**src/design/rsn_pkg.sv**
```systemverilog
// constants, field positions and carrier types of the reset status block
// assumes one system clock and a 32-bit avalon-mm register port
// How it works
// - deadman bit 5, watchdog bit 4 set
// - sleep bit 3, idle bit 2 set
// - brownout bit 1, power-up bit 0
// - cause flags stay until software clears
// - unlocked write 1 arms soft reset, hardware clears
// - read while armed issues the reset
// - deadman nmi flag bit 25, starts counter
// - watchdog nmi flag bit 24, starts counter
// - writing 1 at bit 23 raises nmi
// - general nmi bit 19 or key raises
// - monitor config 0b11 clock fail sets bit 17
// - clock fail flag set raises nmi only
// - clock switch done clears clock fail flag
// - watchdog in sleep sets bit 16
// - bits 15-0 hold counter reload value
// - counter loads, decrements, zero issues reset
// - only watchdog and deadman start counter
// - reload zero resets without delay
// - unimplemented bits read as zero
// - standby bit keeps regulator on in sleep
`default_nettype none

package rsn_pkg;

	// ---------------------------------------------------------------
	// register map, byte addresses
	// ---------------------------------------------------------------
	localparam int RSN_AW = 8;
	localparam logic [7:0] RSN_OFS_CAUSE = 8'h40;
	localparam logic [7:0] RSN_OFS_SOFT_RESET_ARM = 8'h50;
	localparam logic [7:0] RSN_OFS_NMI = 8'h60;
	localparam logic [7:0] RSN_OFS_PWR = 8'h70;
	localparam logic [7:0] RSN_OFS_KEY = 8'h80;
	localparam logic [7:0] RSN_OFS_UNLOCK = 8'h90;

	// ---------------------------------------------------------------
	// field positions
	// ---------------------------------------------------------------
	localparam int RSN_B_POR = 0;
	localparam int RSN_B_BOR = 1;
	localparam int RSN_B_IDLE = 2;
	localparam int RSN_B_SLEEP = 3;
	localparam int RSN_B_WATCHDOG_TIMEOUT_FLAG = 4;
	localparam int RSN_B_DEADMAN_TIMEOUT_FLAG = 5;
	localparam int RSN_B_WATCHDOG_SLEEP_FLAG = 16;
	localparam int RSN_B_CF = 17;
	localparam int RSN_B_GENERAL_NMI_FLAG = 19;
	localparam int RSN_B_SOFTWARE_NMI_TRIGGER = 23;
	localparam int RSN_B_NWDTO = 24;
	localparam int RSN_B_NDMTO = 25;
	localparam int RSN_B_SOFT_RESET_ARM = 0;
	localparam int RSN_B_REGULATOR_STANDBY_SELECT = 0;
	localparam int RSN_B_UNLOCKED = 0;
	localparam int RSN_B_CNT_BUSY = 1;
	localparam int RSN_KEY_LSB = 24;
	localparam int RSN_CNT_W = 16;

	// ---------------------------------------------------------------
	// reset values, masks, keys
	// ---------------------------------------------------------------
	localparam logic [31:0] RSN_CAUSE_RST = 32'h0000_0003;
	localparam logic [31:0] RSN_CAUSE_MASK = 32'h0000_003F;
	localparam logic [31:0] RSN_NMI_MASK = 32'h038B_FFFF;
	localparam logic [31:0] RSN_PWR_MASK = 32'h0000_0001;
	localparam logic [31:0] RSN_ZERO = 32'h0000_0000;
	localparam logic [7:0] RSN_NMI_KEY = 8'h4E;
	// unlock keys: values are arbitrary
	localparam logic [31:0] RSN_UNLOCK_KEY1 = 32'hC3A5_0F1E;
	localparam logic [31:0] RSN_UNLOCK_KEY2 = 32'h3C5A_F0E1;
	localparam logic [1:0] RSN_CLOCK_FAIL_MONITOR_ON = 2'h3;

	// ---------------------------------------------------------------
	// types
	// ---------------------------------------------------------------
	typedef struct packed {
		logic wdt_timeout;
		logic dmt_timeout;
		logic in_sleep;
		logic in_idle;
		logic clock_fail;
		logic clk_switch_done;
		logic general_nmi_flag_event;
	} rsn_evt_s;

	typedef enum logic [0:0] {
		RSN_CNT_IDLE = 1'b0,
		RSN_CNT_RUN = 1'b1
	} rsn_cnt_e;

endpackage

`default_nettype wire

```
**src/design/rsn_sync2.sv**
```systemverilog
// two-flop synchroniser for levels from outside the clock domain
// assumes slowly changing levels; pulses must last two clocks or more
`default_nettype none

module rsn_sync2 #(
	parameter int W = 1
) (
	// clock and reset
	input wire logic ref_clk_i,
	input wire logic rst_b_i,
	input wire logic ce_i,
	// data
	input wire logic [W-1:0] d_i,
	output logic [W-1:0] q_o
);
	import rsn_pkg::*;

	logic [W-1:0] meta_ff;

	always_ff @(posedge ref_clk_i)
	begin
		if (!rst_b_i)
		begin
			meta_ff <= '0;
			q_o <= '0;
		end
		else if (ce_i)
		begin
			meta_ff <= d_i;
			q_o <= meta_ff;
		end
	end

endmodule

`default_nettype wire

```
**src/design/rsn_nmi_counter.sv**
```systemverilog
// delayed reset counter started by watchdog and deadman nmis
// assumes start is a one-cycle pulse on the system clock
`default_nettype none

module rsn_nmi_counter #(
	parameter int W = 16
) (
	// clock and reset
	input wire logic ref_clk_i,
	input wire logic rst_b_i,
	input wire logic ce_i,
	// control
	input wire logic start_i,
	input wire logic stop_i,
	input wire logic [W-1:0] reload_i,
	// status
	output logic busy_o,
	output logic expire_o
);
	import rsn_pkg::*;

	rsn_cnt_e state_ff;
	logic [W-1:0] count_ff;

	assign busy_o = (state_ff == RSN_CNT_RUN);

	always_ff @(posedge ref_clk_i)
	begin
		if (!rst_b_i)
		begin
			state_ff <= RSN_CNT_IDLE;
			count_ff <= '0;
			expire_o <= 1'b0;
		end
		else if (ce_i)
		begin
			expire_o <= 1'b0;
			if (stop_i)
			begin
				state_ff <= RSN_CNT_IDLE;
			end
			// zero reload is fired by the parent with the nmi; stay idle
			else if (start_i && reload_i == '0)
			begin
				state_ff <= RSN_CNT_IDLE;
			end
			// a restart reloads; a second nmi restarts the full reload delay
			else if (start_i)
			begin
				state_ff <= RSN_CNT_RUN;
				count_ff <= reload_i - W'(1);
				expire_o <= (reload_i == W'(1));
				if (reload_i == W'(1))
					state_ff <= RSN_CNT_IDLE;
			end
			else
			begin
				unique case (state_ff)
					RSN_CNT_IDLE:
						count_ff <= count_ff;
					RSN_CNT_RUN:
					begin
						count_ff <= count_ff - W'(1);
						if (count_ff == W'(1))
						begin
							state_ff <= RSN_CNT_IDLE;
							expire_o <= 1'b1;
						end
					end
				endcase
			end
		end
	end

endmodule

`default_nettype wire

```
**src/design/rsn_reset_status.sv**
```systemverilog
// reset cause flags, software reset and nmi control with delayed reset
// assumes event inputs come from logic on ref_clk_i; brownout and
// monitor configuration arrive asynchronously and are synchronised
`default_nettype none

module rsn_reset_status (
	// clock, reset, enable
	input wire logic ref_clk_i,
	input wire logic rst_b_i,
	input wire logic ce_i,
	// avalon-mm slave
	input wire logic [rsn_pkg::RSN_AW-1:0] avs_address_i,
	input wire logic avs_read_i,
	input wire logic avs_write_i,
	input wire logic [31:0] avs_writedata_i,
	input wire logic [3:0] avs_byteenable_i,
	output logic [31:0] avs_readdata_o,
	output logic avs_waitrequest_o,
	// event sources
	input wire rsn_pkg::rsn_evt_s evt_i,
	input wire logic bor_event_i,
	input wire logic [1:0] clock_monitor_config_i,
	// requests out
	output logic nmi_req_o,
	output logic sysrst_req_o,
	output logic regulator_standby_o
);
	import rsn_pkg::*;

	// ---------------------------------------------------------------
	// declarations
	// ---------------------------------------------------------------
	logic [31:0] reset_cause_status_ff;
	logic [31:0] nmi_control_counter_ff;
	logic [31:0] power_control_ff;
	logic [31:0] nxt_cause;
	logic [31:0] nxt_nmi;
	logic [31:0] wmask;
	logic [31:0] nxt_rdata;
	logic unlock_stage_ff;
	logic unlocked_ff;
	logic soft_reset_arm_ff;
	logic bor_q;
	logic [1:0] cfg_q;
	logic req;
	logic acc;
	logic wr;
	logic rd;
	logic wr_cause;
	logic wr_soft_reset_arm;
	logic rd_soft_reset_arm;
	logic wr_nmi;
	logic wr_pwr;
	logic wr_key;
	logic wr_unlock;
	logic key_hit;
	logic sw_dmt;
	logic sw_wdt;
	logic sw_watchdog_sleep_flag;
	logic sw_cf;
	logic sw_general_nmi_flag;
	logic sw_software_nmi_trigger;
	logic hw_wdt_run;
	logic hw_wdt_sleep;
	logic hw_cf;
	logic cnt_start;
	logic cnt_busy;
	logic cnt_expire;
	logic soft_fire;
	logic any_nmi;
	logic zero_fire;

	// ---------------------------------------------------------------
	// input synchronisers
	// ---------------------------------------------------------------
	rsn_sync2 #(.W(1)) u_bor_sync (
		.ref_clk_i(ref_clk_i),
		.rst_b_i(rst_b_i),
		.ce_i(ce_i),
		.d_i(bor_event_i),
		.q_o(bor_q)
	);

	rsn_sync2 #(.W(2)) u_cfg_sync (
		.ref_clk_i(ref_clk_i),
		.rst_b_i(rst_b_i),
		.ce_i(ce_i),
		.d_i(clock_monitor_config_i),
		.q_o(cfg_q)
	);

	// ---------------------------------------------------------------
	// bus slave
	// ---------------------------------------------------------------
	// every access takes two cycles: waitrequest drops for one cycle
	assign req = avs_read_i || avs_write_i;
	assign acc = ce_i && req && !avs_waitrequest_o;
	assign wr = acc && avs_write_i;
	assign rd = acc && avs_read_i;
	assign wr_cause = wr && avs_address_i == RSN_OFS_CAUSE;
	assign wr_soft_reset_arm = wr && avs_address_i == RSN_OFS_SOFT_RESET_ARM;
	assign rd_soft_reset_arm = rd && avs_address_i == RSN_OFS_SOFT_RESET_ARM;
	assign wr_nmi = wr && avs_address_i == RSN_OFS_NMI;
	assign wr_pwr = wr && avs_address_i == RSN_OFS_PWR;
	assign wr_key = wr && avs_address_i == RSN_OFS_KEY;
	assign wr_unlock = wr && avs_address_i == RSN_OFS_UNLOCK;

	genvar gb;
	generate
		for (gb = 0; gb < 4; gb++)
		begin : g_lane
			assign wmask[gb*8 +: 8] = {8{avs_byteenable_i[gb]}};
		end
	endgenerate

	always_ff @(posedge ref_clk_i)
	begin
		if (!rst_b_i)
			avs_waitrequest_o <= 1'b1;
		else if (ce_i)
			avs_waitrequest_o <= !(req && avs_waitrequest_o);
	end

	always_comb
	begin
		nxt_rdata = RSN_ZERO;
		unique case (avs_address_i)
			RSN_OFS_CAUSE:
				nxt_rdata = reset_cause_status_ff & RSN_CAUSE_MASK;
			RSN_OFS_NMI:
				nxt_rdata = nmi_control_counter_ff & RSN_NMI_MASK;
			RSN_OFS_PWR:
				nxt_rdata = power_control_ff & RSN_PWR_MASK;
			RSN_OFS_UNLOCK:
			begin
				nxt_rdata[RSN_B_UNLOCKED] = unlocked_ff;
				nxt_rdata[RSN_B_CNT_BUSY] = cnt_busy;
			end
			default:
				nxt_rdata = RSN_ZERO;
		endcase
	end

	// data is loaded one edge before the accepting edge
	always_ff @(posedge ref_clk_i)
	begin
		if (!rst_b_i)
			avs_readdata_o <= RSN_ZERO;
		else if (ce_i && avs_read_i && avs_waitrequest_o)
			avs_readdata_o <= nxt_rdata;
	end

	// ---------------------------------------------------------------
	// reset cause flags
	// ---------------------------------------------------------------
	always_comb
	begin
		nxt_cause = reset_cause_status_ff;
		if (wr_cause)
			nxt_cause = ((reset_cause_status_ff & ~wmask) |
				(avs_writedata_i & wmask)) & RSN_CAUSE_MASK;
		if (evt_i.dmt_timeout)
			nxt_cause[RSN_B_DEADMAN_TIMEOUT_FLAG] = 1'b1;
		if (evt_i.wdt_timeout)
			nxt_cause[RSN_B_WATCHDOG_TIMEOUT_FLAG] = 1'b1;
		if (evt_i.in_sleep)
			nxt_cause[RSN_B_SLEEP] = 1'b1;
		if (evt_i.in_idle)
			nxt_cause[RSN_B_IDLE] = 1'b1;
		if (bor_q)
			nxt_cause[RSN_B_BOR] = 1'b1;
	end

	// only a write clears; hardware set wins
	// rst_b_i is power-on only, so flags outlive sysrst
	always_ff @(posedge ref_clk_i)
	begin
		if (!rst_b_i)
			reset_cause_status_ff <= RSN_CAUSE_RST;
		else if (ce_i)
			reset_cause_status_ff <= nxt_cause;
	end

	// ---------------------------------------------------------------
	// unlock sequence and software reset
	// ---------------------------------------------------------------
	// any unlock-register write other than the key pair relocks the gate
	always_ff @(posedge ref_clk_i)
	begin
		if (!rst_b_i)
		begin
			unlock_stage_ff <= 1'b0;
			unlocked_ff <= 1'b0;
		end
		else if (ce_i && wr_unlock)
		begin
			unlock_stage_ff <= (avs_writedata_i == RSN_UNLOCK_KEY1);
			unlocked_ff <= unlock_stage_ff &&
				(avs_writedata_i == RSN_UNLOCK_KEY2);
		end
	end

	assign soft_fire = rd_soft_reset_arm && soft_reset_arm_ff;

	// arm on unlocked write of 1, cleared by the reset
	always_ff @(posedge ref_clk_i)
	begin
		if (!rst_b_i)
			soft_reset_arm_ff <= 1'b0;
		else if (ce_i)
		begin
			if (sysrst_req_o)
				soft_reset_arm_ff <= 1'b0;
			else if (wr_soft_reset_arm && unlocked_ff &&
				avs_byteenable_i[0] && avs_writedata_i[RSN_B_SOFT_RESET_ARM])
				soft_reset_arm_ff <= 1'b1;
		end
	end

	// ---------------------------------------------------------------
	// nmi control
	// ---------------------------------------------------------------
	assign sw_dmt = wr_nmi && avs_byteenable_i[3] &&
		avs_writedata_i[RSN_B_NDMTO];
	assign sw_wdt = wr_nmi && avs_byteenable_i[3] &&
		avs_writedata_i[RSN_B_NWDTO];
	assign sw_software_nmi_trigger = wr_nmi && avs_byteenable_i[2] &&
		avs_writedata_i[RSN_B_SOFTWARE_NMI_TRIGGER];
	assign sw_general_nmi_flag = wr_nmi && avs_byteenable_i[2] &&
		avs_writedata_i[RSN_B_GENERAL_NMI_FLAG];
	assign sw_cf = wr_nmi && avs_byteenable_i[2] &&
		avs_writedata_i[RSN_B_CF];
	assign sw_watchdog_sleep_flag = wr_nmi && avs_byteenable_i[2] &&
		avs_writedata_i[RSN_B_WATCHDOG_SLEEP_FLAG];
	assign key_hit = wr_key && avs_byteenable_i[3] &&
		avs_writedata_i[RSN_KEY_LSB +: 8] == RSN_NMI_KEY;
	assign hw_wdt_run = evt_i.wdt_timeout && !evt_i.in_sleep;
	assign hw_wdt_sleep = evt_i.wdt_timeout && evt_i.in_sleep;
	// monitor must be enabled by config
	assign hw_cf = evt_i.clock_fail && cfg_q == RSN_CLOCK_FAIL_MONITOR_ON;

	always_comb
	begin
		nxt_nmi = nmi_control_counter_ff;
		if (wr_nmi)
			nxt_nmi = ((nmi_control_counter_ff & ~wmask) |
				(avs_writedata_i & wmask)) & RSN_NMI_MASK;
		// switch done clears, a new failure still wins
		if (evt_i.clk_switch_done)
			nxt_nmi[RSN_B_CF] = 1'b0;
		if (evt_i.dmt_timeout)
			nxt_nmi[RSN_B_NDMTO] = 1'b1;
		if (hw_wdt_run)
			nxt_nmi[RSN_B_NWDTO] = 1'b1;
		if (hw_wdt_sleep)
			nxt_nmi[RSN_B_WATCHDOG_SLEEP_FLAG] = 1'b1;
		if (evt_i.general_nmi_flag_event || key_hit)
			nxt_nmi[RSN_B_GENERAL_NMI_FLAG] = 1'b1;
		if (hw_cf)
			nxt_nmi[RSN_B_CF] = 1'b1;
	end

	always_ff @(posedge ref_clk_i)
	begin
		if (!rst_b_i)
			nmi_control_counter_ff <= RSN_ZERO;
		else if (ce_i)
			nmi_control_counter_ff <= nxt_nmi;
	end

	// software trigger, and every flag write of 1
	// clock fail raises nmi, no oscillator switch here
	assign any_nmi = sw_dmt || sw_wdt || sw_software_nmi_trigger || sw_general_nmi_flag ||
		sw_cf || sw_watchdog_sleep_flag || key_hit || evt_i.dmt_timeout ||
		evt_i.wdt_timeout || evt_i.general_nmi_flag_event || hw_cf;

	always_ff @(posedge ref_clk_i)
	begin
		if (!rst_b_i)
			nmi_req_o <= 1'b0;
		else if (ce_i)
			nmi_req_o <= any_nmi;
	end

	// ---------------------------------------------------------------
	// delayed reset counter
	// ---------------------------------------------------------------
	// only watchdog out of sleep and deadman start it
	assign cnt_start = evt_i.dmt_timeout || hw_wdt_run ||
		sw_dmt || sw_wdt;

	rsn_nmi_counter #(.W(RSN_CNT_W)) u_cnt (
		.ref_clk_i(ref_clk_i),
		.rst_b_i(rst_b_i),
		.ce_i(ce_i),
		.start_i(cnt_start),
		.stop_i(sysrst_req_o),
		.reload_i(nmi_control_counter_ff[RSN_CNT_W-1:0]),
		.busy_o(cnt_busy),
		.expire_o(cnt_expire)
	);

	// zero reload resets together with the nmi
	assign zero_fire = cnt_start &&
		nmi_control_counter_ff[RSN_CNT_W-1:0] == '0;

	always_ff @(posedge ref_clk_i)
	begin
		if (!rst_b_i)
			sysrst_req_o <= 1'b0;
		else if (ce_i)
			sysrst_req_o <= soft_fire || cnt_expire || zero_fire;
	end

	// ---------------------------------------------------------------
	// power control
	// ---------------------------------------------------------------
	always_ff @(posedge ref_clk_i)
	begin
		if (!rst_b_i)
			power_control_ff <= RSN_ZERO;
		else if (ce_i && wr_pwr)
			power_control_ff <= ((power_control_ff & ~wmask) |
				(avs_writedata_i & wmask)) & RSN_PWR_MASK;
	end

	// standby only in sleep with the bit clear
	always_ff @(posedge ref_clk_i)
	begin
		if (!rst_b_i)
			regulator_standby_o <= 1'b0;
		else if (ce_i)
			regulator_standby_o <= evt_i.in_sleep &&
				!power_control_ff[RSN_B_REGULATOR_STANDBY_SELECT];
	end

	// ---------------------------------------------------------------
	// checks
	// ---------------------------------------------------------------
	chk_wdt_flag_set: assert property (@(posedge ref_clk_i)
		disable iff (!rst_b_i)
		ce_i && evt_i.wdt_timeout |=> reset_cause_status_ff[RSN_B_WATCHDOG_TIMEOUT_FLAG])
		else $error("watchdog cause flag not set");

	chk_sleep_flag_set: assert property (@(posedge ref_clk_i)
		disable iff (!rst_b_i)
		ce_i && evt_i.in_sleep |=> reset_cause_status_ff[RSN_B_SLEEP])
		else $error("sleep cause flag not set");

	chk_bor_flag_set: assert property (@(posedge ref_clk_i)
		disable iff (!rst_b_i)
		ce_i && bor_q |=> reset_cause_status_ff[RSN_B_BOR])
		else $error("brownout flag not set");

	chk_cause_flag_hold: assert property (@(posedge ref_clk_i)
		disable iff (!rst_b_i)
		!wr_cause |=> (reset_cause_status_ff &
		$past(reset_cause_status_ff)) == $past(reset_cause_status_ff))
		else $error("cause flag cleared without a write");

	chk_locked_soft_reset_arm_ignored: assert property (@(posedge ref_clk_i)
		disable iff (!rst_b_i)
		!soft_reset_arm_ff && wr_soft_reset_arm && !unlocked_ff
		|=> !soft_reset_arm_ff)
		else $error("locked soft reset write armed");

	chk_soft_reset_arm_read_fires: assert property (@(posedge ref_clk_i)
		disable iff (!rst_b_i)
		rd_soft_reset_arm && soft_reset_arm_ff |=> sysrst_req_o ##1 !soft_reset_arm_ff)
		else $error("armed read did not reset");

	chk_dmt_nmi_raise: assert property (@(posedge ref_clk_i)
		disable iff (!rst_b_i)
		ce_i && evt_i.dmt_timeout
		|=> nmi_req_o && nmi_control_counter_ff[RSN_B_NDMTO])
		else $error("deadman nmi not raised");

	chk_zero_reload_reset: assert property (@(posedge ref_clk_i)
		disable iff (!rst_b_i)
		ce_i && cnt_start &&
		nmi_control_counter_ff[RSN_CNT_W-1:0] == '0 |=> sysrst_req_o)
		else $error("zero reload did not reset at once");

	chk_general_nmi_flag_no_count: assert property (@(posedge ref_clk_i)
		disable iff (!rst_b_i)
		ce_i && !cnt_busy && !cnt_start |=> !cnt_busy)
		else $error("counter started without watchdog or deadman");

endmodule

`default_nettype wire

```
**config.mk**
```make
export PLATFORM = sky130hd
export DESIGN_NAME = rsn_reset_status
export DESIGN_NICKNAME = d
export VERILOG_FILES = /design/src/design/rsn_pkg.sv /design/src/design/rsn_sync2.sv /design/src/design/rsn_nmi_counter.sv /design/src/design/rsn_reset_status.sv
export SDC_FILE = /design/constraint.sdc
export NUM_CORES = 1
export LEC_CHECK = 0
export ABC_CLOCK_PERIOD_IN_PS = 3300
export BUFFER_PORTS_ARGS = -buffer_cell sky130_fd_sc_hd__buf_2
export CORE_MARGIN = 4
export CORE_UTILIZATION = 35
export DETAILED_ROUTE_END_ITERATION = 8
export HOLD_SLACK_MARGIN = 0.1
export RECOVER_POWER = 50
export SKIP_CTS_REPAIR_TIMING = 1
export SLEW_MARGIN = 40
export SYNTH_ARGS = -nofsm -noshare
export SYNTH_HDL_FRONTEND = slang
export SYNTH_HIERARCHICAL = 1
export SYNTH_SLANG_ARGS = --single-unit
```
**constraint.sdc**
```tcl
create_clock -name ref_clk_i -period 3.3 [get_ports ref_clk_i]
set_input_delay 0.66 -clock ref_clk_i [delete_from_list [all_inputs] [get_ports ref_clk_i]]
set_output_delay 0.66 -clock ref_clk_i [all_outputs]
set_load 0.005 [all_outputs]
```
After elaboration in Yosys (flattened, before gate mapping)
Cells that the tools add are included.
{ "word_totals": {"ff_bits": 92, "inputBits": 59, "out_inout_bits": 36, "elab_cells": 167} }
{ "classes": {"n_addsub": 2, "n_eq_ne": 13, "muxes": 30, "n_bitwise": 11, "n_reduce_logical": 83} }
{ "op_table": {"columns": ["cell", "count"], "rows": [
  ["$and 26x26->26", 2],
  ["$pmux 24 s2", 1],
  ["$eq 8x7->1 const B", 5],
  ["$logic_and 1x1->1", 36],
  ["$eq 16x1->1 const B", 2],
  ["$eq 32x30->1 const B", 1],
  ["$eq 32x32->1 const B", 1],
  ["$mux 16", 2],
  ["$sub 16x1->16 const B", 2],
  ["$mux 26", 1],
  ["$not 26->26", 1],
  ["$or 26x26->26", 1],
  ["$reduce_and 2->1", 13],
  ["$mux 1", 24],
  ["$reduce_bool 2->1", 10],
  ["$logic_or 1x1->1", 17],
  ["$eq 8x8->1 const B", 2],
  ["$logic_not 16->1", 1],
  ["$pmux 2 s4", 1],
  ["$and 6x6->6", 1],
  ["$mux 6", 1],
  ["$or 6x6->6", 1],
  ["$logic_not 1->1", 4],
  ["$reduce_and 4->1", 1],
  ["other kinds (6)", 8]
]} }

Longest topological paths before layout
Gate-level depths: netlist (run 1).
{ "logic_depth": {"ltp_word": 17, "mapped_depth": 10, "mapped_depth_nobuf": 8} }

Hierarchy
The synthesis (run 1) kept the hierarchy.
{ "by_module_without_submodules": {"columns": ["mod", "instances", "cells_each", "area_per_inst_um2", "seq_area_each_um2"], "rows": [
  ["rsn_reset_status", 1, 330, 2850.2, 1161.1],
  ["rsn_nmi_counter", 1, 200, 1547.7, 360.3],
  ["rsn_sync2 (u_cfg_sync)", 1, 13, 156.4, 80.1],
  ["rsn_sync2 (u_bor_sync)", 1, 6, 72.6, 40.0]
]} }

Worst setup path after synthesis (run 1)
Ideal clock, no wire load.
{ "synth_path": {"path_type": "input -> register", "start": "input avs_address_i[1] (netlist name)", "end": "register u_cnt.count_ff[0]", "setup_ns": 0.119, "t_arrival_ns": 2.919, "required_time_ns": 3.181, "slack_ns": 0.263, "path_stages": 10, "n_path_buf": 3, "path_cell_list": "or4_4 buf_6 nor3_2 a211o_1 clkbuf_1 nand4_2 o21ai_4 buf_6 a21oi_1 o221a_1"} }
{ "synth_between": {"elab_chain_len": 9, "word_cells_on_any_way": 12, "classes_between": "2 x eq/ne; 1 x mux; 1 x bitwise; 8 x reduce/logical"} }
{ "synth_rtl": {"columns": ["item", "line", "source"], "rows": [
  ["from (decl)", "rsn_reset_status.sv:12", "input wire logic [rsn_pkg::RSN_AW-1:0] avs_address_i,"],
  ["$eq 8x7->1 *", "rsn_reset_status.sv:103", "assign wr_nmi = wr && avs_address_i == RSN_OFS_NMI;"],
  ["$logic_and 1x1->1 *", "rsn_reset_status.sv:103", null],
  ["$logic_and 1x1->1 *", "rsn_reset_status.sv:223, rsn_reset_status.sv:225", null],
  ["$logic_and 1x1->1", "rsn_reset_status.sv:223", "assign sw_dmt = wr_nmi && avs_byteenable_i[3] &&"],
  ["$logic_or 1x1->1", "rsn_reset_status.sv:289", "assign cnt_start = evt_i.dmt_timeout || hw_wdt_run ||"],
  ["$logic_or 1x1->1 *", "rsn_reset_status.sv:290", "sw_dmt || sw_wdt;"],
  ["via cnt_start", "rsn_reset_status.sv:66", "logic cnt_start;"],
  ["parallel branches: the longest is 3 deep, another holds $reduce_and 4->1", null, null],
  ["to (signal assigned)", "rsn_nmi_counter.sv:51", "count_ff <= reload_i - W'(1);"],
  ["to (signal assigned)", "rsn_nmi_counter.sv:60", "count_ff <= count_ff;"],
  ["to (signal assigned)", "rsn_nmi_counter.sv:63", "count_ff <= count_ff - W'(1);"],
  ["to (decl)", "rsn_nmi_counter.sv:23", "logic [W-1:0] count_ff;"]
]} }
Mark *: on every way through the listed nets, which the timed path passes.
A chain may end at the register's enable or synchronous reset.

Worst setup path after layout (run 1)
{ "layout_path": {"start": "input avs_address_i[1] (netlist name)", "end": "register u_cnt.count_ff[10]"} }
Same word-level chain as after synthesis.

==> impl_metrics.yaml, run 1 <==
die:
  io-pin-count: 95
  coreArea_sq_um: 12800
  die_height_um: 123
  die_w_um: 123
  rows: 41
  die_area_sq_um: 15100
  initial_core_util: 0.362
power_and_ir_drop:
  p_leak_nw: 2.10
  pwr_density_cell_nw_per_um2: 453
  ir_drop_v: 0.000240
  total_power_mw: 2.47
synth:
  async_reset_ff_frac: 0
  synthFlopType: "dfxtp_1"
  seq_area_frac_synth: 0.355
  syn_inst: 549
  synth_top_cells_by_area: "dfxtp_1 35%, nand2_1 4.8%, nor2b_1 3.7%"
  synth-seq-cells: 82
  ys_types: 74
  synth_warnings: 6
  synth_top_cell_area_share: 0.355
  syn-cell-area_sq_um: 4630
  synth_edf_count: 0
  syn_avg_cell_area_sq_um: 8.43
  yosysTopAreaCell: "dfxtp_1"
setup_path:
  crit_required_ns: 3.58
  crit_top_cell: "a211o_1"
  cpPeakStageDelay_ns: 0.53
  r2r_slack_ns: 0.72
  cp.depth: 10
  crit_path_end_kind: "flip-flop"
  cp-startpoint: "avs_address_i[1]"
  critical_path_class: "in -> reg"
  timing.rr.start: "avs_waitrequest_o$_SDFFE_PN1P_"
  ff2ff_path_depth: 9
  slowest_stage: "or4_4"
  critPathBufInv: 3
  r2r_end: "u_cnt/count_ff[10]$_SDFFE_PN0P_"
  startpoint_type: "input pin"
  critPathTopFamily: "compound AO/OA/AOI/OAI gates"
  cp-endpoint: "u_cnt/count_ff[10]$_SDFFE_PN0P_"
  cp_cell_sequence: "buf_2 > or4_4 > nor3_2 > a211o_1 > inv_1 > a211oi_1 > o21ai_4 > buf_4 > a211o_1 > a21boi_1"
  arrival_ns: 3.06
  worstPathMaxFanout: 13
grt:
  grt.busiest_layer: "met2"
  grt_util_met2: 0.285
  grt_max_degree: 102
  gr-usage-met1: 0.244
  use_met3: 0.0389
  track_usage: 0.181
  overflow: 0
  grt_pass1_vias: 4266
  antenna_found_initial: 0
  grt_pass1_wl_mm: 21.7
run:
  max-cap-violations: 1
cts:
  clk_latency_ns: 0.34
  clock_path_buffers: 2
  tritoncts: "done"
  cts.clk_slew.worst_paths_ns: 0.07
  clockRootBuffer: "clkbuf_16"
  clock-sinks: 82
  cts_max_level: 3
  cts_buffers: 9
route:
  viasPerCell: 5.58
  vias: 4460
  final_antenna_net_count: 0
  drc_errors: 0
  wl_per_cell_um: 17.1
  drtIter0Drc: 313
  wl_mm: 13.7
  dr.pass1.iters: 5
placement:
  portBuffers: 84
  hpwl_mm: 10.1
  place_area_sq_um: 5150
  dp_cells: 784
  gp_congestion: 0.915
outcome:
  violations: "capacitance limit, slew limit"
  status: "finished, violations left"
layout:
  synthToLayoutAreaGrowth_pct: 18.0
  layout-drive-gt1-share: 0.193
  final_cells: 800
  diodes: 0
  fin_nets: 686
  fin_area_sq_um: 5460
  fin_util: 0.427
timing:
  slew_viol_final: 102
  tns_ns: 0
  tightestPinTransition_ns: 1.74
  finalCritPeriodShare: 0.843
  skew_ns: 0.00899
  grt_setup_unrepaired: "false"
  hold_viol: 0
  fmax_mhz: 359
  setup_viol: 0
  period_minus_slack_ns: 2.78
  relSlewSlack: -0.160
hold_path:
  hp-class: "reg -> reg"
-- stage by stage --
stage	worst slack, ns	hold slack [ns]
after floorplan	0.263	0.443
after global placement	0.259	0.455
after global routing	0.269	0.508
after CTS	0.521	0.469
after detailed placement	0.179	0.461
final	0.518	0.472
-- power breakdown --
part | total (mW) | internal, mW | switching, mW | leakage [nW]
clock network | 1.13 | 0.708 | 0.425 | 0.162
registers | 1.04 | 1.02 | 0.0253 | 0.666
logic | 0.301 | 0.122 | 0.179 | 1.27
-- layout make-up --
| cell class | instances | area [sq um] |
|---|---|---|
| multi-input combinational | 425 | 2760 |
| clock buffer | 11 | 253 |
| inverter | 11 | 41.3 |
| sequential | 82 | 1640 |
| timing repair buffer | 94 | 469 |
| tap | 172 | 215 |
| clock inverter | 5 | 85.1 |
| fill | 1299 | 7310 |
-- cell families after synthesis --
| logic type | after synthesis | synth area share |
|---|---|---|
| adder cells (fa/ha/maj) | 4 | 0.0108 |
| flip-flops | 82 | 0.355 |
| AO/OA/AOI/OAI | 141 | 0.207 |
| XOR/XNOR | 8 | 0.0151 |
| multiplexers | 21 | 0.0468 |
| other | 1 | 0.000810 |
| buffers and inverters | 51 | 0.0571 |
| AND/OR/NAND/NOR | 241 | 0.307 |
-- Yosys cell counts (5+ instances only) --
library cell and number:
o21ai_1 14, a22oi_1 20, buf_4 11, a21boi_0 10, inv_1 11, nand4_1 12, mux2_2 5, nor3_2 5
nand2_1 59, a21boi_1 8, a21oi_1 15, nor2_1 30, clkbuf_1 23, nor2b_1 27, o21ai_0 32, mux2i_1 16
nand2b_1 7, nand3b_1 6, nor3_1 12, nor4_1 16, nand3_1 27, o211ai_1 6, dfxtp_1 82, xnor2_1 5
-- worst register-to-register path, stage by stage (launching register included) --
cell      delay [ns]
dfxtp_1         0.38
nand3b_1        0.36
nor3_2          0.22
a211o_1         0.24
inv_1           0.08
a211oi_1        0.46
o21ai_4         0.19
buf_4           0.23
a211o_1         0.23
a21boi_1        0.13
-- layout by cell type, fill, tap and decap left out, drive strengths merged, types with 3 or more instances in the layout --
master,count
clkbuf,31
nand2b,7
xor2,3
nor3b,5
o22ai,3
a21oi,15
o31a,3
xnor2,5
or4,3
and2,4
o21ai,47
nand4b,3
nor2b,27
dfxtp,82
nor3,18
nor4,20
nand2,59
nand4,13
buf,74
and3,3
a32oi,4
a21boi,18
nor4b,3
a211o,5
ha,4
nand3b,6
mux2,5
inv,12
o211ai,7
a22oi,20
nand3,28
a31oi,4
mux2i,16
conb,10
nor2,30
-- worst min path at each step --
stage	startpoint	endpoint	slack (ns)	depth (start not counted)
after floorplan	u_bor_sync/q_o$_SDFFE_PN0P_	reset_cause_status_ff[1]$_SDFFE_PN1P_	0.44	2
after global placement	avs_readdata_o[2]$_SDFFE_PN0P_	avs_readdata_o[2]$_SDFFE_PN0P_	0.45	2
after detailed placement	avs_readdata_o[2]$_SDFFE_PN0P_	avs_readdata_o[2]$_SDFFE_PN0P_	0.46	2
after CTS	avs_readdata_o[2]$_SDFFE_PN0P_	avs_readdata_o[2]$_SDFFE_PN0P_	0.47	2
after global routing	avs_readdata_o[1]$_SDFFE_PN0P_	avs_readdata_o[1]$_SDFFE_PN0P_	0.51	2
final	u_bor_sync/q_o$_SDFFE_PN0P_	reset_cause_status_ff[1]$_SDFFE_PN1P_	0.47	2
-- layer usage --
| layer | part of all wire | vias up |
|---|---|---|
| li1 | - | 2153 |
| met1 | 0.46 | 2142 |
| met2 | 0.46 | 141 |
| met3 | 0.056 | 24 |
| met4 | 0.022 | 0 |
| met5 | 0 | - |
Power figures use the tool's default switching activity.
==> run 2, diff against run 1 <==
--- a/config.mk
+++ b/config.mk
@@ -5,7 +5,7 @@
 export SDC_FILE = /design/constraint.sdc
 export NUM_CORES = 1
 export LEC_CHECK = 0
-export ABC_CLOCK_PERIOD_IN_PS = 3300
+export ABC_CLOCK_PERIOD_IN_PS = 2300
 export BUFFER_PORTS_ARGS = -buffer_cell sky130_fd_sc_hd__buf_2
 export CORE_MARGIN = 4
 export CORE_UTILIZATION = 35
==> constraint.sdc (replaced) <==
create_clock -name ref_clk_i -period 2.3 [get_ports ref_clk_i]
set_input_delay 0.46 -clock ref_clk_i [delete_from_list [all_inputs] [get_ports ref_clk_i]]
set_output_delay 0.46 -clock ref_clk_i [all_outputs]
set_load 0.005 [all_outputs]
==> run 2 against run 1 <==
  * The run now ends clean
  * Global-route usage barely moved
  * Count of clock-buffer cells in the layout is 2 lower
  * Sequential share of layout area fell by 1.4 points
  * Worst hold slack worse by 0.089 ns
  * Via count rose by 3.1%
  * Setup slack got worse by 0.46 ns
  * Register-to-register slack got worse by 0.53 ns
==> impl_metrics.yaml, run 2 (same netlist as run 1, synthesis figures left out) <==
power_and_ir_drop:
  p_int_mw: 2.39
  p_leak_nw: 2.25
  power_switching_uw: 911
  seq_power_share: 0.452
  pwr_density_cell_nw_per_um2: 578
  pwr-share-comb: 0.142
  ir_drop_v: 0.000289
  p_sw_frac: 0.276
  pwr-share-clk: 0.406
layout:
  layout-drive-gt1-share: 0.234
  fin_util: 0.448
  final_common_cell: "dfxtp_1"
  synthToLayoutAreaGrowth_pct: 23.6
  fin_nets: 721
  diodes: 0
  final_cells: 835
  mostFrequentLayoutCells: "82 x dfxtp_1, 69 x buf_2, 59 x nand2_1, 36 x buf_4, 31 x o21ai_0"
cts:
  cts_buffers: 9
  clock-sinks: 82
  clockRootBuffer: "clkbuf_16"
  cts_max_level: 3
  cts.clk_slew.worst_paths_ns: 0.06
  clk_latency_ns: 0.34
  clock_path_buffers: 2
  tritoncts: "done"
timing:
  tightestPinTransition_ns: 0.635
  tns_ns: 0
  setup_viol: 0
  finalCritPeriodShare: 0.974
  relSlewSlack: 0.573
  fmax_mhz: 447
  slew_viol_final: 0
  period_minus_slack_ns: 2.24
  skew_ns: 0.00775
  hold_ws_ns: 0.383
  hold_viol: 0
setup_path:
  crit_path_end_kind: "flip-flop"
  crit_required_ns: 2.57
  cp_cell_sequence: "buf_2 > or4_4 > nor3_4 > a211o_4 > inv_1 > a211oi_4 > buf_4 > o21a_4 > nand2_1 > o21ai_1"
  slowest_stage: "or4_4"
  cpPeakStageDelay_ns: 0.55
  arrival_ns: 2.51
  worstPathMaxFanout: 6
  ff2ff_path_depth: 9
  startpoint_type: "input pin"
  critical_path_class: "in -> reg"
grt:
  grt_pass1_wl_mm: 21.6
  antenna_found_initial: 0
  grt_max_degree: 102
  overflow: 0
  track_usage: 0.182
  grt_pass1_vias: 4205
route:
  vias: 4597
  dr.pass1.iters: 5
  wl_per_cell_um: 16.9
  viasPerCell: 5.51
  drtIter0Drc: 373
  wl_mm: 14.1
  drc_errors: 0
  final_antenna_net_count: 0
die:
  initial_core_util: 0.362
  io-pin-count: 95
  die_area_sq_um: 15100
  die_height_um: 123
  rows: 41
  die_w_um: 123
  coreArea_sq_um: 12800
run:
  max-cap-violations: 0
hold_path:
  min_path_cells: 3
  hp-class: "in -> reg"
placement:
  hpwl_mm: 10.4
  portBuffers: 84
  gp_congestion: 0.905
  dp_cells: 814
outcome:
  status: "finished clean"
==> run 2: cell count changes in the layout (fill, tap and decap cells not counted), sizes merged <==
cell,previous run,this run
clkbuf,31,28
bufinv,2,0
o21ai,47,49
buf,74,108
clkinv,1,3
clkinvlp,1,3
==> run 2: path summary, 6_finish.rpt <==
path                                  startpoint                         endpoint  slack [ns]
setup reg to reg  avs_waitrequest_o$_SDFFE_PN1P_        u_cnt/busy_o$_SDFFE_PN0P_        0.19
hold reg to reg     unlock_stage_ff$_SDFFE_PN0P_     unlock_stage_ff$_SDFFE_PN0P_        0.47
hold / removal                       bor_event_i  u_bor_sync/meta_ff$_SDFFE_PN0P_        0.38
setup / recovery                avs_address_i[1]  u_cnt/count_ff[13]$_SDFFE_PN0P_        0.06
==> run 2: layer usage <==
layer  GRT usage  part of all wire  vias to the layer above
met1       0.245              0.45                     2177
met5           0                 0                        -
met4      0.0491             0.016                        0
met2       0.291              0.47                      171
li1            -                 -                     2233
met3      0.0448             0.064                       16
==> run 2: power by group through the flow <==
stage	combinational [mW]	sequential [mW]	clock, mW
floorplan	0.295	1.52	0
global placement	0.442	1.52	0
detailed placement	0.450	1.53	0
CTS	0.453	1.49	1.37
global route	0.517	1.50	1.44
finish	0.470	1.49	1.34
==> run 2: cell type report <==
class | instances | area (sq um)
Inverter | 11 | 41.3
Timing Repair Buffer | 127 | 747
Tap cell | 172 | 215
Clock inverter | 7 | 53.8
Multi-Input combinational cell | 427 | 2800
Sequential cell | 82 | 1640
Clock buffer | 9 | 225
Fill cell | 1286 | 7050
==> run 2: stage by stage <==
step / power, mW / cell area [sq um] / setup WS [ns]
2_1_floorplan: 1.81 / 4690 / -0.221
6_report: 3.31 / 5720 / 0.0607
5_1_grt: 3.46 / 5720 / -0.0469
4_1_cts: 3.32 / 5710 / -0.0628
3_3_place_gp: 1.97 / 5430 / -0.341
3_5_place_dp: 1.98 / 5430 / -0.414
==> run 2: worst max-delay path, delay by kind of cell <==
family	cells	cell delay [ns]
AOI/OAI and AO/OA	4	0.82
buffers and inverters	3	0.37
and+or+nand+nor	3	0.85
==> run 3, diff against run 2 <==
--- a/config.mk
+++ b/config.mk
@@ -6,7 +6,7 @@
 export NUM_CORES = 1
 export LEC_CHECK = 0
 export ABC_CLOCK_PERIOD_IN_PS = 2300
-export BUFFER_PORTS_ARGS = -buffer_cell sky130_fd_sc_hd__buf_2
+export BUFFER_PORTS_ARGS = -buffer_cell sky130_fd_sc_hd__buf_4
 export CORE_MARGIN = 4
 export CORE_UTILIZATION = 35
 export DETAILED_ROUTE_END_ITERATION = 8
==> run 3 against run 2 <==
  * Combinational power rose by 4.7%
  * Clock power rose by 13%
  * Setup slack barely moved
  * Worst hold slack worse by 0.010 ns
  * Die area unchanged
  * Routed wire length shrank 0.21%
  * Flip-flop and latch count unchanged
  * Cell area is 3.3% higher
  * Power rose by 5.6%
  * Critical path depth down 2
  * Maximum frequency about the same
==> impl_metrics.yaml, run 3 (same netlist as run 1, synthesis figures left out) <==
layout:
  fin_nets: 715
  final_cells: 829
  final_common_cell: "buf_4"
  mostFrequentLayoutCells: "89 x buf_4, 82 x dfxtp_1, 59 x nand2_1, 32 x o21ai_0, 30 x nor2_1"
  layout-drive-gt1-share: 0.248
  diodes: 0
  synthToLayoutAreaGrowth_pct: 27.7
  fin_area_sq_um: 5910
placement:
  gp_congestion: 0.877
  dp_cells: 810
  place_area_sq_um: 5600
  portBuffers: 84
  hpwl_mm: 10.6
timing:
  tightestPinTransition_ns: 1.02
  slew_viol_final: 0
  finalCritPeriodShare: 0.974
  grt_setup_unrepaired: "true"
  period_minus_slack_ns: 2.24
  fmax_mhz: 447
  setup_viol: 0
  relSlewSlack: 0.318
  hold_viol: 0
  hold_ws_ns: 0.372
  skew_ns: 0.00800
hold_path:
  min_path_cells: 3
  hp-class: "in -> reg"
  hold_start: "avs_writedata_i[8]"
setup_path:
  crit_path_end_kind: "flip-flop"
  critical_path_class: "in -> reg"
  r2r_end: "u_cnt/busy_o$_SDFFE_PN0P_"
  crit_required_ns: 2.54
  startpoint_type: "input pin"
  r2r_slack_ns: 0.13
  arrival_ns: 2.48
  ff2ff_path_depth: 7
  worstPathMaxFanout: 11
die:
  coreArea_sq_um: 12800
  die_area_sq_um: 15100
  io-pin-count: 95
  initial_core_util: 0.362
  die_height_um: 123
  die_w_um: 123
  rows: 41
route:
  viasPerCell: 5.52
  dr.pass1.iters: 5
  final_antenna_net_count: 0
  wl_mm: 14.1
  drtIter0Drc: 269
  wl_per_cell_um: 17.0
  vias: 4576
  drc_errors: 0
cts:
  tritoncts: "done"
  clk_latency_ns: 0.35
  cts.clk_slew.worst_paths_ns: 0.07
  clock-sinks: 82
  cts_buffers: 9
  clock_path_buffers: 2
  cts_max_level: 3
  clockRootBuffer: "clkbuf_16"
grt:
  antenna_found_initial: 0
  track_usage: 0.184
  grt_pass1_wl_mm: 21.9
  overflow: 0
  grt_max_degree: 60
  grt_pass1_vias: 4288
power_and_ir_drop:
  total_power_mw: 3.49
  p_leak_nw: 2.33
  ir_drop_v: 0.000378
  pwr_density_cell_nw_per_um2: 591
outcome:
  status: "finished clean"
run:
  max-cap-violations: 0
==> run 3: cell count changes in the layout (fill, tap and decap cells not counted), sizes merged <==
cell,before,now
bufinv,0,1
inv,12,15
clkinvlp,3,1
buf,108,92
clkinv,3,1
clkbuf,28,38
==> run 3: area by class of cell <==
cell class | instances | area, sq um
Clock buffer | 9 | 225
Clock inverter | 7 | 81.3
Fill cell | 1272 | 6870
Inverter | 11 | 41.3
Multi-Input combinational cell | 427 | 2790
Sequential cell | 82 | 1640
Tap cell | 172 | 215
Timing Repair Buffer | 121 | 916
==> run 3: power by group <==
part           switching (mW)  total, mW  internal (mW)
clock network           0.646       1.51          0.859
registers              0.0363       1.49           1.46
logic                   0.269      0.492          0.223
total                   0.952       3.49           2.54
==> run 3: worst max-delay path by stage <==
| stage | start | to | slack [ns] | depth (start not counted) |
|---|---|---|---|---|
| after detailed placement | avs_address_i[1] | u_cnt/count_ff[0]$_SDFFE_PN0P_ | -0.43 | 8 |
| after global routing | avs_address_i[1] | u_cnt/count_ff[6]$_SDFFE_PN0P_ | -0.01 | 9 |
| after CTS | avs_address_i[1] | u_cnt/count_ff[0]$_SDFFE_PN0P_ | -0.08 | 8 |
| after floorplan | avs_address_i[1] | u_cnt/count_ff[0]$_SDFFE_PN0P_ | -0.22 | 10 |
| after global placement | avs_address_i[1] | u_cnt/count_ff[0]$_SDFFE_PN0P_ | -0.36 | 8 |
| final | avs_address_i[1] | u_cnt/busy_o$_SDFFE_PN0P_ | 0.06 | 8 |
==> run 3: worst max-delay path: stages <==
cell and delay [ns]:
buf_4 0.11, or4_4 0.55, nor3_4 0.15, a211o_4 0.20, nand4_4 0.16, o21ai_2 0.54
o22ai_1 0.12, and2_1 0.18
==> run 3: routing by layer <==
layer  up-vias  global-route usage  share of wire  wire length (um)
li1       2227                   -              -                 -
met1      2163               0.244           0.45              6390
met2       167               0.298           0.47              6630
met3        19              0.0435          0.061               866
met4         0              0.0567          0.016               226
met5         -                   0              0                 0
==> run 3: per-stage QoR <==
stage | worst slack [ns] | setup TNS [ns] | util
after detailed placement | -0.431 | -7.14 | 0.438
after global routing | -0.0116 | -0.0153 | 0.462
after floorplan | -0.221 | -2.08 | -
after CTS | -0.0767 | -0.274 | 0.462
final | 0.0606 | 0 | 0.462
after global placement | -0.356 | -5.56 | 0.438
